**config.mk**
```make
export PLATFORM = sky130hd
export DESIGN_NAME = dlwp_host
export DESIGN_NICKNAME = d
export VERILOG_FILES = /design/src/rtl/dlwp_host.v /design/src/rtl/dlwp_fifo.v
export VERILOG_INCLUDE_DIRS = /design/src /design/src/pkg
export SDC_FILE = /design/constraint.sdc
export NUM_CORES = 1
export LEC_CHECK = 0
export ABC_AREA = 1
export BUFFER_PORTS_ARGS = -buffer_cell sky130_fd_sc_hd__buf_2
export CORE_ASPECT_RATIO = 0.7
export CORE_UTILIZATION = 50
export CTS_CLUSTER_DIAMETER = 30
export DETAILED_ROUTE_END_ITERATION = 10
export GPL_TIMING_DRIVEN = 0
export PLACE_DENSITY_LB_ADDON = 0.2
export SETUP_SLACK_MARGIN = 0.2
export SLEW_MARGIN = 5
export SYNTH_ARGS = -nofsm -noshare
export SYNTH_HDL_FRONTEND = slang
export SYNTH_SLANG_ARGS = --single-unit
```
**constraint.sdc**
```tcl
create_clock -name clk -period 3 [get_ports clk]
set_input_delay 0.45 -clock clk [delete_from_list [all_inputs] [get_ports clk]]
set_output_delay 0.45 -clock clk [all_outputs]
set_load 0.03 [all_outputs]
```
**src/pkg/dlwp_defs.vh**
```
/*
 Timing constants and codes for the parallel write port controller.
 Assumes a 100 MHz system clock; included by the controller file.
*/
`ifndef DLWP_DEFS_VH
`define DLWP_DEFS_VH
// ----------------------------------------
// Clock and timing
// ----------------------------------------
`define DLWP_CLK_PERIOD_NS 10
`define DLWP_WRITE_LOW_NS 50
`define DLWP_SINGLE_LOW_NS 80
`define DLWP_ZEROING_LOW_NS 200
`define DLWP_SETUP_NS 50
`define DLWP_HOLD_NS 10
`define DLWP_CYC(ns) (((ns) + `DLWP_CLK_PERIOD_NS - 1) / `DLWP_CLK_PERIOD_NS)
// ----------------------------------------
// Codes
// ----------------------------------------
`define DLWP_BIPOLAR_MIDPOINT 16'h0000
`define DLWP_MINUS_FULL 16'h8000
`define DLWP_PLUS_FULL 16'h7FFF
`endif

```
**src/rtl/dlwp_host.v**
```verilog
/*
 Host-side controller that drives a double-latched 16-bit converter write port.
 Samples arrive on a valid/ready stream, pass a FIFO, and are written with
 input-latch and converter-latch strobes; a zeroing request pulses the clear pin.
 Assumes the pins connect directly to the converter; all pins are outputs.
*/
// Function
// - Samples are passed through unchanged as two's complement codes.
// - The strobe stays low at least 50 ns on each double-buffered load.
// - The strobe stays low at least 80 ns in single-buffered transparent writes.
// - Clear stays low at least 200 ns.
`default_nettype none
`include "dlwp_defs.vh"
module dlwp_host #(
   parameter WIDTH = 16,
   parameter DEPTH = 16,
   parameter AW = 4
) (
   // Clock, reset and enable.
   input wire clk,
   input wire rst_n,
   input wire ce,
   // Sample stream.
   input wire sample_valid,
   output wire sample_ready,
   input wire [WIDTH-1:0] sample_data,
   // Mode: 1 writes each sample through both latches transparently.
   input wire single_buffer,
   // Zeroing request, a one-cycle pulse; honoured when idle.
   input wire zero_req,
   output wire busy,
   // Converter pins.
   output reg [WIDTH-1:0] dac_data,
   output reg input_latch_enable_n,
   output reg dac_latch_enable_n,
   output reg write_n,
   output reg zero_output_n,
   // Expected converter latch code.
   output reg [WIDTH-1:0] dac_code
);
   // ----------------------------------------
   // Timing counts
   // ----------------------------------------
   // Counts are worked out at full integer width, then cut to the counter width on purpose.
   localparam integer SETUP_I = `DLWP_CYC(`DLWP_SETUP_NS) - `DLWP_CYC(`DLWP_WRITE_LOW_NS) + 1;
   localparam integer WLOW_I = `DLWP_CYC(`DLWP_WRITE_LOW_NS);
   localparam integer SLOW_I = `DLWP_CYC(`DLWP_SINGLE_LOW_NS);
   localparam integer ZLOW_I = `DLWP_CYC(`DLWP_ZEROING_LOW_NS);
   localparam integer HOLD_I = `DLWP_CYC(`DLWP_HOLD_NS);
   localparam [7:0] SETUP_CYC = SETUP_I[7:0];
   localparam [7:0] WLOW_CYC = WLOW_I[7:0];
   localparam [7:0] SLOW_CYC = SLOW_I[7:0];
   localparam [7:0] ZLOW_CYC = ZLOW_I[7:0];
   localparam [7:0] HOLD_CYC = HOLD_I[7:0];

   // ----------------------------------------
   // States
   // ----------------------------------------
   localparam [5:0] S_IDLE = 6'h01;
   localparam [5:0] S_SETUP = 6'h02;
   localparam [5:0] S_LOW = 6'h04;
   localparam [5:0] S_HOLD = 6'h08;
   localparam [5:0] S_ZERO = 6'h10;
   localparam [5:0] S_GAP = 6'h20;

   reg [5:0] state;
   reg [7:0] cnt;
   reg phase_dac;
   reg single_mode;
   reg [WIDTH-1:0] in_latch;
   wire fifo_valid;
   wire fifo_ready;
   wire [WIDTH-1:0] fifo_data;

   // The FIFO absorbs bursts; its ready reaches the source as back-pressure.
   dlwp_fifo #(
      .WIDTH(WIDTH),
      .DEPTH(DEPTH),
      .AW(AW)
   ) u_fifo (
      .clk(clk),
      .rst_n(rst_n),
      .ce(ce),
      .in_valid(sample_valid),
      .in_ready(sample_ready),
      .in_data(sample_data),
      .out_valid(fifo_valid),
      .out_ready(fifo_ready),
      .out_data(fifo_data)
   );

   // A sample is popped only when idle with no zeroing pending, as zeroing has priority.
   assign fifo_ready = (state == S_IDLE) && !zero_req;
   assign busy = (state != S_IDLE);

   // ----------------------------------------
   // Write sequencer
   // ----------------------------------------
   // Each sample: set up pins, strobe low, release strobe, hold, then (double-buffered only) the
   // converter-latch phase; the strobe rises before enables change.
   always @(posedge clk) begin
      if (!rst_n) begin
         state <= S_IDLE;
         cnt <= 8'h00;
         phase_dac <= 1'b0;
         single_mode <= 1'b0;
         in_latch <= `DLWP_BIPOLAR_MIDPOINT;
         dac_code <= `DLWP_BIPOLAR_MIDPOINT;
         dac_data <= `DLWP_BIPOLAR_MIDPOINT;
         input_latch_enable_n <= 1'b1;
         dac_latch_enable_n <= 1'b1;
         write_n <= 1'b1;
         zero_output_n <= 1'b1;
      end else if (ce) begin
         case (state)
            S_IDLE: begin
               input_latch_enable_n <= 1'b1;
               dac_latch_enable_n <= 1'b1;
               write_n <= 1'b1;
               if (zero_req) begin
                  zero_output_n <= 1'b0;
                  cnt <= ZLOW_CYC;
                  state <= S_ZERO;
               end else if (fifo_valid) begin
                  dac_data <= fifo_data;
                  single_mode <= single_buffer;
                  phase_dac <= 1'b0;
                  input_latch_enable_n <= 1'b0;
                  dac_latch_enable_n <= single_buffer ? 1'b0 : 1'b1;
                  cnt <= SETUP_CYC;
                  state <= S_SETUP;
               end
            end
            S_SETUP: begin
               if (cnt <= 8'h01) begin
                  write_n <= 1'b0;
                  cnt <= single_mode ? SLOW_CYC : WLOW_CYC;
                  state <= S_LOW;
               end else begin
                  cnt <= cnt - 8'h01;
               end
            end
            S_LOW: begin
               if (cnt <= 8'h01) begin
                  write_n <= 1'b1;
                  cnt <= HOLD_CYC;
                  state <= S_HOLD;
                  // Latch model: input latch loads, converter latch follows on its load.
                  if (!phase_dac) begin
                     in_latch <= dac_data;
                  end
                  if (phase_dac || single_mode) begin
                     dac_code <= phase_dac ? in_latch : dac_data;
                  end
               end else begin
                  cnt <= cnt - 8'h01;
               end
            end
            S_HOLD: begin
               if (cnt <= 8'h01) begin
                  if (!phase_dac && !single_mode) begin
                     phase_dac <= 1'b1;
                     input_latch_enable_n <= 1'b1;
                     dac_latch_enable_n <= 1'b0;
                     cnt <= SETUP_CYC;
                     state <= S_SETUP;
                  end else begin
                     input_latch_enable_n <= 1'b1;
                     dac_latch_enable_n <= 1'b1;
                     state <= S_GAP;
                  end
               end else begin
                  cnt <= cnt - 8'h01;
               end
            end
            S_ZERO: begin
               if (cnt <= 8'h01) begin
                  zero_output_n <= 1'b1;
                  state <= S_GAP;
               end else begin
                  cnt <= cnt - 8'h01;
               end
               // Both latches go to the midpoint code while clear is low.
               in_latch <= `DLWP_BIPOLAR_MIDPOINT;
               dac_code <= `DLWP_BIPOLAR_MIDPOINT;
            end
            S_GAP: begin
               state <= S_IDLE;
            end
            default: begin
               state <= S_IDLE;
            end
         endcase
      end
   end
endmodule // dlwp_host
`default_nettype wire

```
**src/rtl/dlwp_fifo.v**
```verilog
/*
 Synchronous FIFO with parameter width and depth, valid/ready on both sides.
 Assumes a single clock and a synchronous active-low reset.
*/
`default_nettype none
module dlwp_fifo #(
   parameter WIDTH = 16,
   parameter DEPTH = 16,
   parameter AW = 4
) (
   // Clock, reset and enable.
   input wire clk,
   input wire rst_n,
   input wire ce,
   // Fill side.
   input wire in_valid,
   output wire in_ready,
   input wire [WIDTH-1:0] in_data,
   // Drain side.
   output wire out_valid,
   input wire out_ready,
   output wire [WIDTH-1:0] out_data
);
   reg [WIDTH-1:0] mem [0:DEPTH-1];
   reg [AW-1:0] wr_ptr;
   reg [AW-1:0] rd_ptr;
   reg [AW:0] count;
   wire push;
   wire pop;

   // Full and empty come straight from the occupancy count.
   assign in_ready = (count != DEPTH[AW:0]);
   assign out_valid = (count != {(AW+1){1'b0}});
   assign out_data = mem[rd_ptr];
   assign push = in_valid & in_ready;
   assign pop = out_valid & out_ready;

   // Pointer and count update; storage has no reset as it needs none.
   always @(posedge clk) begin
      if (!rst_n) begin
         wr_ptr <= {AW{1'b0}};
         rd_ptr <= {AW{1'b0}};
         count <= {(AW+1){1'b0}};
      end else if (ce) begin
         if (push) begin
            mem[wr_ptr] <= in_data;
            wr_ptr <= (wr_ptr == DEPTH[AW-1:0] - 1'b1) ? {AW{1'b0}} : wr_ptr + 1'b1;
         end
         if (pop) begin
            rd_ptr <= (rd_ptr == DEPTH[AW-1:0] - 1'b1) ? {AW{1'b0}} : rd_ptr + 1'b1;
         end
         if (push && !pop) begin
            count <= count + 1'b1;
         end else if (pop && !push) begin
            count <= count - 1'b1;
         end
      end
   end
endmodule // dlwp_fifo
`default_nettype wire

```
Word-level counts from Yosys, hierarchy flattened --
Memories as Yosys holds them, arrays and structs flattened. A register that Yosys moved wholly into a read port is not among the register bits. Index checks and enable logic that the tools add are counted.
Storage, ports and cells: register bits 65, memory bits (writable) 256, input bits 22, output and inout port bits 38, word-level logic and storage cells 124, memories 1
Operators by class: add/sub/neg operators 5, magnitude comparators 1, eq/ne operators 21, mux-type cells 50, bitwise logic cells 3, reduce and logical (&&, ||, !) cells 30
Memory list:
- u_fifo.mem | depth 16, width 16, read ports 1, clocked after memory_dff 1, wr ports 1, RTL line dlwp_fifo.v:24 | reg [WIDTH-1:0] mem [0:DEPTH-1];
Operators by type and width (number):
- 16-bit two-way mux | 4
- 16-bit case mux with 2 select lines | 2
- 8-bit two-way mux | 7
- 6-bit two-way mux | 7
- 8-bit case mux with 5 select lines | 1
- 6-bit case mux with 5 select lines | 1
- 1-bit two-way mux | 18
- 2-bit != test (second input constant) | 9
- 4-bit AND reduction | 4
- 4-bit two-way mux | 3
- 6-bit AND reduction | 2
- 5-bit two-way mux | 2
- 5-bit nonzero test | 2
- 4-bit by 1-bit adder with 4-bit output (second input constant) | 2
- 4-bit equality test (second input constant) | 2
- 8-bit by 1-bit <= comparator with 1-bit output (second input constant) | 1
- 1-bit case mux with 2 select lines | 4
- 2-bit nonzero test | 4
- 8-bit by 1-bit subtractor with 8-bit output (second input constant) | 1
- 6-bit by 1-bit equality test with 1-bit output (second input constant) | 1
- 6-bit by 2-bit equality test with 1-bit output (second input constant) | 1
- 6-bit by 3-bit equality test with 1-bit output (second input constant) | 1
- 6-bit by 4-bit equality test with 1-bit output (second input constant) | 1
- 6-bit by 5-bit equality test with 1-bit output (second input constant) | 1
- other kinds (17) | 29

Longest topological paths before layout --
Gate-level depths: netlist of run 1.
depth in word-level cells 7, depth in mapped cells 15

By module --
From an unflattened synthesis of run 1, not the netlist that was laid out.
Second synthesis, totals: cell total of the unflattened synthesis 1605, area, all modules 15105.7 um^2
By module, submodules not included:
- dlwp_fifo | times used 1, cells an instance 1112, area each 11763.8 um^2, sequential area each 8027.7 um^2
- dlwp_host | times used 1, cells an instance 493, area each 3342.0 um^2, sequential area each 1361.3 um^2

Worst setup path before layout of run 1 --
No wires, ideal clock.
path kind reg2reg, start register u_fifo.count[0], end memory u_fifo.mem[0][0] (enable), library setup time 388 ps, arrival time 2090 ps, data required time 2612 ps, setup slack 522 ps, cell stages (with the launch flop) 9, buffers on the path 0, period minus slack after synthesis 2478 ps, path through dfxtp_1 -> nor2_1 -> nand3_1 -> nand2_1 -> nor2_1 -> inv_1 -> nor2_1 -> nand2_1 -> nor2_1
Between the ends: longest elaborated chain between the ends 6
RTL lines:
- start, declared | RTL line dlwp_fifo.v:27 | reg [AW:0] count;
- start signal, assigned | RTL line dlwp_fifo.v:43 | count <= {(AW+1){1'b0}};
- start signal, assigned | RTL line dlwp_fifo.v:53 | count <= count + 1'b1;
- start signal, assigned | RTL line dlwp_fifo.v:55 | count <= count - 1'b1;
- 5-bit != test | RTL line dlwp_fifo.v:32 | assign in_ready = (count != DEPTH[AW:0]);
- net sample_ready | RTL line dlwp_host.v:25 | output wire sample_ready,
- 1-bit bitwise AND | RTL line dlwp_fifo.v:35 | assign push = in_valid & in_ready;
- 1-bit two-way mux | RTL line dlwp_fifo.v:45 | if (push) begin
- 1-bit two-way mux | RTL line dlwp_fifo.v:44 | end else if (ce) begin
- 1-bit two-way mux | RTL line dlwp_fifo.v:40 | if (!rst_n) begin
- 1-bit two-way mux (implied by the code) | RTL line dlwp_fifo.v:46 | mem[wr_ptr] <= in_data;
- end, declared | RTL line dlwp_fifo.v:24
The timed path passes the listed nets, and every way through them passes these cells.

Worst setup path in the final report of run 1 --
start register u_fifo.count[0], end memory u_fifo.mem[2][9] (enable)
Between the ends: longest elaborated chain between the ends 6
RTL lines (RTL line):
- 5-bit != test | dlwp_fifo.v:32
- 1-bit bitwise AND | dlwp_fifo.v:35
- 1-bit two-way mux | dlwp_fifo.v:45
- 1-bit two-way mux | dlwp_fifo.v:44
- 1-bit two-way mux | dlwp_fifo.v:40
- 1-bit two-way mux (implied by the code) | dlwp_fifo.v:46
Every way passes these cells.

==> impl_metrics.py, run 1 <==
metrics = {
    "worst_setup_path": {
        "cp-start-kind": "flip-flop",
        "critPathRequiredTime_ps": 3260,
        "reg2reg_depth": 9,
        "worstPathArrival_ps": 2870,
        "reg2reg_slack_ps": 390,
        "path_class": "flip-flop to flip-flop",
        "crit_fanout": 10,
        "startpoint": "u_fifo.count[0]",
        "cp-endpoint": "u_fifo.mem[2][9]",
        "cp-end-kind": "flip-flop",
        "timing.rr.start": "u_fifo.count[0]",
        "timing.rr.end": "u_fifo.mem[2][9]",
    },
    "global_routing": {
        "grt.busiest_layer": "met1",
        "grt_pass1_wl_um": 60000,
        "met2_usage_pct": 39.3,
        "grt_usage_pct": 28.2,
        "grt_overflow_total": 0,
        "grt_pass1_vias": 9871,
        "grt_max_degree": 17,
        "use_met1_pct": 42.9,
        "use_met3_pct": 7.42,
        "antenna_found_initial": 1,
    },
    "detailed_routing": {
        "drt_wl_total_um": 40000,
        "drtIter0Drc": 1252,
        "drc_errors": 0,
        "drtPass1Iterations": 6,
        "detail-route-antenna-nets": 0,
        "via_per_inst": 5.79,
        "wl_per_cell_um": 21.7,
        "via_count": 10676,
    },
    "floorplan": {
        "rows": 50,
        "die_w_um": 203,
        "design.die.area_um2": 28800,
        "io_pins": 60,
        "die_h_um": 142,
        "core-area_um2": 27200,
        "start_util_pct": 51.7,
    },
    "synth": {
        "synthesis.area_um2": 14100,
        "synth_edf_count": 256,
        "yosys.area.top_type": "edfxtp_1",
        "yosysMostFrequentCell": "nor2_1",
        "syn_area_per_cell_um2": 10.7,
        "ys.flop_type": "edfxtp_1",
        "yosys_warnings": 0,
        "yosys-top-cells-count": "273 x nor2_1, 256 x edfxtp_1, 188 x o21ai_0",
        "synthTopCellsByArea": "edfxtp_1 55%, dfxtp_1 12%, nor2_1 7.3%, o21ai_0 6.7%, nand2_1 3.9%",
        "synthesis.nets": 1352,
        "yosysSeqAreaShare_pct": 66.2,
        "synth_cell_types": 39,
        "async_reset_ff_share_pct": 0,
        "ys_seq_elements": 337,
        "synthesis.instances": 1317,
        "synth_top_area_share_pct": 54.6,
    },
    "cells_and_area": {
        "drive_above_1_share_pct": 16.2,
        "stdcell_area_um2": 16800,
        "diodes": 0,
        "stdcell_count": 1843,
        "nFillCells": 2146,
        "num-nets-final": 1475,
        "area_delta_synth_final_pct": 19.4,
    },
    "sta": {
        "slew_headroom_pct": 42.7,
        "drv_slew": 0,
        "max_freq_mhz": 383,
        "setup_tns_ps": 0,
        "tightest_slew_ps": 860,
        "hold_viol": 0,
        "period_needed_ps": 2610,
        "holdWs_ps": 217,
        "min_period_over_period_pct": 87.0,
        "setup_violations": 0,
        "rsz0062_at_grt": "false",
        "clock_skew_ps": 21.3,
    },
    "placement": {
        "dp_hpwl_um": 27100,
        "placed_area_um2": 15100,
        "port_buffers": 57,
        "placedCellCount": 1754,
        "place.gp.congestion": 0.903,
    },
    "power": {
        "total_power_mw": 13.3,
        "ir_worst_vdd_mv": 0.490,
        "power.density_nw_per_um2": 790,
        "leakage_nw": 6.07,
    },
    "hold_path": {
        "hp-class": "input pin to flip-flop",
    },
    "status": {
        "outcome": "finished clean",
    },
    "clock_tree": {
        "clk_pin_slew_ps": 50,
        "numCtsBuffers": 48,
        "clock-sinks": 337,
        "insertion_delay_ps": 560,
        "htreeDepth": 2,
        "cts_buffer_depth": 3,
        "cts_root_buffer": "clkbuf_16",
        "cts_setup_buffers": 0,
        "cts_tree": "done",
    },
    "run": {
        "cap_violations": 0,
    },
}
layer usage:
layer / up-vias / wire [µm]
li1: 4908 / -
met1: 5133 / 18100
met2: 565 / 16400
met3: 68 / 4620
met4: 2 / 886
met5: - / 13
worst max-delay path, stage by stage (launching register included):
cell,delay (ps)
dfxtp_1,400
nor2_1,100
nand3_1,140
nand2_1,100
nor2_2,290
inv_1,160
nor2_1,200
nand2_1,230
nor2_2,470
buf_8,230
power by group:
| part | internal, mW | switching (mW) | total [mW] |
|---|---|---|---|
| Combinational | 0.608 | 1.50 | 2.11 |
| Sequential | 5.15 | 0.129 | 5.28 |
| Clock | 3.69 | 2.20 | 5.89 |
| Total | 9.45 | 3.83 | 13.3 |
sequential cells by signal, summed over array words and instances (netlist names):
register	count
u_fifo.wr_ptr	4
single_mode	1
phase_dac	1
dac_data	16
input_latch_enable_n	1
u_fifo.rd_ptr	4
cnt	8
u_fifo.mem	256
state	6
dac_code	16
zero_output_n	1
u_fifo.count	5
write_n	1
dac_latch_enable_n	1
in_latch	16
through the flow:
stage	util [%]	worst slack, ps
2_1_floorplan	-	522
3_3_place_gp	54.4	-572
3_5_place_dp	55.5	70.3
4_1_cts	61.7	248
5_1_grt	61.7	294
6_report	61.7	390
layout by cell type (no fill, tap or decap), types with 13 or more instances in the layout:
cell type  count
nor2_1       256
edfxtp_1     256
o21ai_0      188
nand2_1      147
dfxtp_1       81
buf_2         74
a21oi_1       62
clkbuf_16     49
clkbuf_1      48
inv_1         45
nand3_1       35
o211ai_1      32
o22ai_1       23
nor2_2        20
a31oi_1       15
buf_8         13
logic make-up (layout without fill, tap and decap cells):
| group | count (synthesis) | in the layout | share of synthesized area (%) |
|---|---|---|---|
| compound gates | 342 | 342 | 13.4 |
| xor+xnor | 7 | 7 | 0.436 |
| fa+ha+maj | 13 | 13 | 1.21 |
| buf+inv | 125 | 287 | 4.06 |
| flops | 337 | 337 | 66.2 |
| simple gates | 493 | 493 | 14.8 |
layout make-up:
cell class	count	area, µm²	share of cell area [%]
Clock inverter	32	420	2.50
Timing Repair Buffer	73	531	3.16
Clock buffer	57	1270	7.54
Sequential cell	337	9310	55.4
Multi-Input combinational cell	855	4250	25.3
Buffer	70	359	2.14
Inverter	55	213	1.27
Tap cell	364	455	2.71
worst min-delay path by stage:
stage	startpoint	endpoint	slack, ps	cells after the start
floorplan	in_latch[15]	in_latch[15]	450	2
finish	single_buffer	single_mode	220	3
detailed placement	dac_code[0]	dac_code[0]	450	2
global route	single_buffer	single_mode	220	3
CTS	single_buffer	single_mode	190	3
global placement	dac_code[0]	dac_code[0]	450	2
timing repair:
| action | CTS | global route |
|---|---|---|
| hold buffers | 0 | 0 |
| resized for setup | 0 | 4 |
| endpoints found under the setup margin | 0 | 86 |
(Power assumes the default switching activity.)
==> run 2: changes to the inputs <==
Clock period 3 ns to 2.9 ns, I/O delays scaled along.
==> impl_metrics.py, run 2 (synthesis gave the netlist of run 1 again) <==
metrics = {
    "placement": {
        "dp_slack_ps": -14.7,
        "port_buffers": 57,
        "dp_hpwl_um": 27100,
        "placed_area_um2": 15100,
        "place.gp.congestion": 0.903,
    },
    "cells_and_area": {
        "seq_area_um2": 9310,
        "drive_above_1_share_pct": 16.2,
        "area_delta_synth_final_pct": 19.4,
        "largest_reg_flops": 256,
        "stdcell_area_um2": 16800,
        "layout_common_cells": "256 x nor2_1, 256 x edfxtp_1, 188 x o21ai_0",
        "nFillCells": 2144,
        "multi_input_area_um2": 4250,
        "largest-register": "u_fifo.mem",
        "diodes": 0,
        "num-nets-final": 1475,
    },
    "detailed_routing": {
        "detail-route-antenna-nets": 0,
        "via_count": 10663,
        "wl_per_cell_um": 21.7,
        "via_per_inst": 5.79,
        "drc_errors": 0,
        "drtPass1Iterations": 5,
        "drtIter0Drc": 1260,
        "drt_wl_total_um": 39900,
    },
    "run": {
        "cap_violations": 0,
    },
    "clock_tree": {
        "cts_buffer_depth": 3,
        "cts_setup_buffers": 0,
        "cts_tree": "done",
        "insertion_delay_ps": 560,
        "cts_hold_buffers": 0,
        "clock-sinks": 337,
        "cts_root_buffer": "clkbuf_16",
        "clk_pin_slew_ps": 50,
        "htreeDepth": 2,
        "numCtsBuffers": 48,
    },
    "power": {
        "power.density_nw_per_um2": 818,
        "leakage_nw": 6.07,
        "total_power_mw": 13.7,
        "ir_worst_vdd_mv": 0.507,
    },
    "worst_setup_path": {
        "max_stage_delay_ps": 400,
        "cp_top_family": "simple AND/OR/NAND/NOR gates",
        "crit_fanout": 13,
        "cpMaxStageDelayCell": "dfxtp_1",
        "worstPathArrival_ps": 2810,
        "path_class": "flip-flop to flip-flop",
        "reg2reg_slack_ps": 350,
        "path_cells": "nor2_1 -> nand3_1 -> nand2_1 -> nor2_2 -> inv_1 -> nor2_1 -> nand2_1 -> nor2_2 -> buf_8",
        "critPathRequiredTime_ps": 3160,
        "cp-start-kind": "flip-flop",
        "cp-end-kind": "flip-flop",
        "crit_buf_inv": 2,
    },
    "global_routing": {
        "grt_overflow_total": 0,
        "grt_pass1_vias": 9877,
        "grt_max_degree": 17,
        "grt_pass1_wl_um": 60000,
        "antenna_found_initial": 1,
        "grt_usage_pct": 28.2,
    },
    "floorplan": {
        "rows": 50,
        "start_util_pct": 51.7,
        "die_w_um": 203,
        "design.die.area_um2": 28800,
        "io_pins": 60,
        "die_h_um": 142,
        "core-area_um2": 27200,
    },
    "sta": {
        "setup_tns_ps": 0,
        "period_needed_ps": 2550,
        "setup_violations": 0,
        "tightest_slew_ps": 844,
        "setup_ws_ps": 347,
        "hold_viol": 0,
        "clock_skew_ps": 19.1,
        "drv_slew": 0,
        "max_freq_mhz": 392,
        "slew_headroom_pct": 43.7,
        "min_period_over_period_pct": 88.0,
        "rsz0062_at_grt": "false",
    },
    "hold_path": {
        "hp-class": "input pin to flip-flop",
    },
    "status": {
        "outcome": "finished clean",
    },
}
-- run 2: cell types whose count changed in the layout (fill, tap and decap cells not counted) --
| cell | delta |
|---|---|
| nor2_4 | +1 |
| nor2_2 | -1 |
-- run 2: path summary, 6_finish.rpt --
kind | depth (start not counted) | from | to
hold reg to reg | 2 | dac_code[9] | dac_code[9]
setup reg to reg | 9 | u_fifo.count[0] | u_fifo.mem[13][4]
setup / recovery | 9 | u_fifo.count[0] | u_fifo.mem[13][4]
hold / removal | 3 | single_buffer | single_mode
-- run 2: layout make-up --
class | instances | share of cell area, %
sequential | 337 | 55.4
clock buffer | 57 | 7.53
timing repair buffer | 73 | 3.16
inverter | 55 | 1.27
clock inverter | 32 | 2.50
multi-input combinational | 855 | 25.3
tap | 364 | 2.71
buffer | 70 | 2.14
-- run 2: what timing repair did --
action                                 4_1_cts  5_1_grt
gates resized for setup                      2        3
setup endpoints to repair                   17      138
endpoints found under the hold margin        0        0
-- run 2: report_power, final --
group | internal, mW | switching [mW] | leakage, nW
clock | 3.82 | 2.28 | 0.816
combinational | 0.629 | 1.55 | 2.29
sequential | 5.33 | 0.134 | 2.96
total | 9.78 | 3.96 | 6.07
-- run 2: worst register-to-register path, delay by kind of cell (launching register included) --
| family | cells | cell delay (ps) |
|---|---|---|
| buffers and inverters | 2 | 380 |
| and+or+nand+nor | 7 | 1480 |
| DFF | 1 | 400 |
-- run 2: layer usage --
layer  vias to the layer above  global-route usage, %  wire length, µm
met2                       549                   39.2            16400
met5                         -                      0               13
met4                         2                   8.47              902
li1                       4910                      -                -
met1                      5131                   42.9            18100
met3                        71                   7.42             4570
-- run 2: per-stage QoR --
stage | std cells | util (%) | hold slack (ps)
2_1_floorplan | 1317 | - | 454
3_3_place_gp | 1738 | 54.4 | 453
3_5_place_dp | 1754 | 55.5 | 454
4_1_cts | 1843 | 61.7 | 174
5_1_grt | 1843 | 61.8 | 209
6_report | 1843 | 61.8 | 201
==> run 3: changes to the inputs <==
Settings changed: CTS_BUF_LIST from default to sky130_fd_sc_hd__clkbuf_8.
==> impl_metrics.py, run 3 (synthesis gave the netlist of run 1 again) <==
metrics = {
    "clock_tree": {
        "cts_tree": "done",
        "cts_buffer_depth": 3,
        "clk_pin_slew_ps": 60,
        "clock-sinks": 337,
        "cts_setup_buffers": 0,
        "insertion_delay_ps": 600,
        "htreeDepth": 2,
        "cts_root_buffer": "clkbuf_8",
        "numCtsBuffers": 57,
        "cts_hold_buffers": 0,
    },
    "power": {
        "power.density_nw_per_um2": 738,
        "leakage_nw": 5.92,
        "ir_worst_vdd_mv": 0.377,
    },
    "cells_and_area": {
        "diodes": 0,
        "largest_reg_flops": 256,
        "num-nets-final": 1484,
        "stdcell_count": 1856,
        "largest-register": "u_fifo.mem",
        "drive_above_1_share_pct": 15.8,
        "fin_util_pct": 59.9,
        "area_delta_synth_final_pct": 15.8,
        "stdcell_area_um2": 16300,
        "layout_common_cells": "256 x nor2_1, 256 x edfxtp_1, 188 x o21ai_0",
    },
    "placement": {
        "place.gp.congestion": 0.903,
        "port_buffers": 57,
        "placedCellCount": 1754,
        "placed_area_um2": 15100,
        "dp_hpwl_um": 27100,
    },
    "detailed_routing": {
        "drc_errors": 0,
        "drtPass1Iterations": 8,
        "detail-route-antenna-nets": 0,
        "wl_per_cell_um": 21.3,
        "via_count": 10574,
        "drt_wl_total_um": 39600,
        "drtIter0Drc": 1252,
        "via_per_inst": 5.70,
    },
    "global_routing": {
        "grt_max_degree": 17,
        "antenna_found_initial": 0,
        "grt_pass1_wl_um": 59400,
        "grt_overflow_total": 0,
        "grt_usage_pct": 27.9,
        "grt_pass1_vias": 9875,
    },
    "floorplan": {
        "die_w_um": 203,
        "rows": 50,
        "io_pins": 60,
        "design.die.area_um2": 28800,
        "core-area_um2": 27200,
        "start_util_pct": 51.7,
        "die_h_um": 142,
    },
    "worst_setup_path": {
        "reg2reg_depth": 9,
        "path_class": "flip-flop to flip-flop",
        "worstPathArrival_ps": 2860,
        "timing.rr.end": "u_fifo.mem[6][14]",
        "cp-start-kind": "flip-flop",
        "timing.rr.start": "u_fifo.count[0]",
        "critPathRequiredTime_ps": 3190,
        "reg2reg_slack_ps": 330,
        "crit_fanout": 12,
        "cp-end-kind": "flip-flop",
    },
    "status": {
        "outcome": "finished clean",
    },
    "hold_path": {
        "whs_endpoint": "single_mode",
        "min-delay-start": "single_buffer",
        "hp-class": "input pin to flip-flop",
        "hold_depth": 3,
    },
    "sta": {
        "hold_viol": 0,
        "max_freq_mhz": 389,
        "setup_violations": 0,
        "clock_skew_ps": 26.7,
        "min_period_over_period_pct": 88.5,
        "drv_slew": 0,
        "rsz0062_at_grt": "false",
        "tightest_slew_ps": 786,
        "period_needed_ps": 2570,
        "slew_headroom_pct": 47.6,
    },
    "run": {
        "cap_violations": 0,
    },
}
-- run 3: cell types whose count changed in the layout (fill, tap and decap cells not counted), sizes merged --
cell,before,now
clkinv,12,15
bufinv,7,6
clkbuf,98,100
inv,65,74
-- run 3: final cells by class --
class / instances / area [µm²]
flip-flops and latches: 337 / 9310
clock buffers: 59 / 812
multi-input cells: 855 / 4250
well taps: 364 / 455
inverters: 55 / 213
repair buffers: 73 / 531
plain buffers: 70 / 359
fillers: 2244 / 10900
clock inverters: 43 / 359
-- run 3: critical path, cell delays in order (launching register included) --
cell	delay, ps
dfxtp_1	400
nor2_1	100
nand3_1	130
nand2_1	100
nor2_2	310
inv_1	160
nor2_1	190
nand2_1	250
nor2_2	410
buf_8	230
-- run 3: worst max path at each step --
| stage | from | to | slack, ps | depth (start not counted) |
|---|---|---|---|---|
| detailed placement | rst_n | u_fifo.mem[1][6] | -10 | 6 |
| global route | u_fifo.count[0] | u_fifo.mem[4][2] | 240 | 9 |
| CTS | u_fifo.count[0] | u_fifo.mem[5][3] | 210 | 9 |
| floorplan | u_fifo.count[0] | u_fifo.mem[0][0] | 420 | 8 |
| finish | u_fifo.count[0] | u_fifo.mem[6][14] | 330 | 9 |
| global placement | rst_n | u_fifo.mem[4][1] | -660 | 5 |
-- run 3: layer usage --
layer	vias up	share of wire, %	GRT usage (%)
met5	-	0	0
met2	562	41	38.7
met3	62	12	7.55
met1	5049	45	42.6
met4	0	2.1	8.07
li1	4901	-	-
-- run 3: report_power, final --
part	internal (mW)	leakage [nW]	total [mW]	switching, mW
registers	5.33	2.96	5.46	0.132
clock network	2.44	0.660	4.39	1.95
logic	0.629	2.29	2.18	1.55
total	8.40	5.92	12.0	3.63
-- run 3: through the flow --
step	worst slack [ps]	setup TNS [ps]	hold slack, ps	total power, mW
finish	333	0	160	12.0
global route	238	0	157	12.5
CTS	215	0	121	12.0
detailed placement	-14.7	-220	454	7.69
global placement	-657	-123730	453	7.65
floorplan	422	0	454	6.99
-- run 3: timing repair --
| action | 4_1_cts | 5_1_grt |
|---|---|---|
| resized for setup | 2 | 3 |
| pin swaps | 0 | 0 |
| setup endpoints to repair | 17 | 138 |
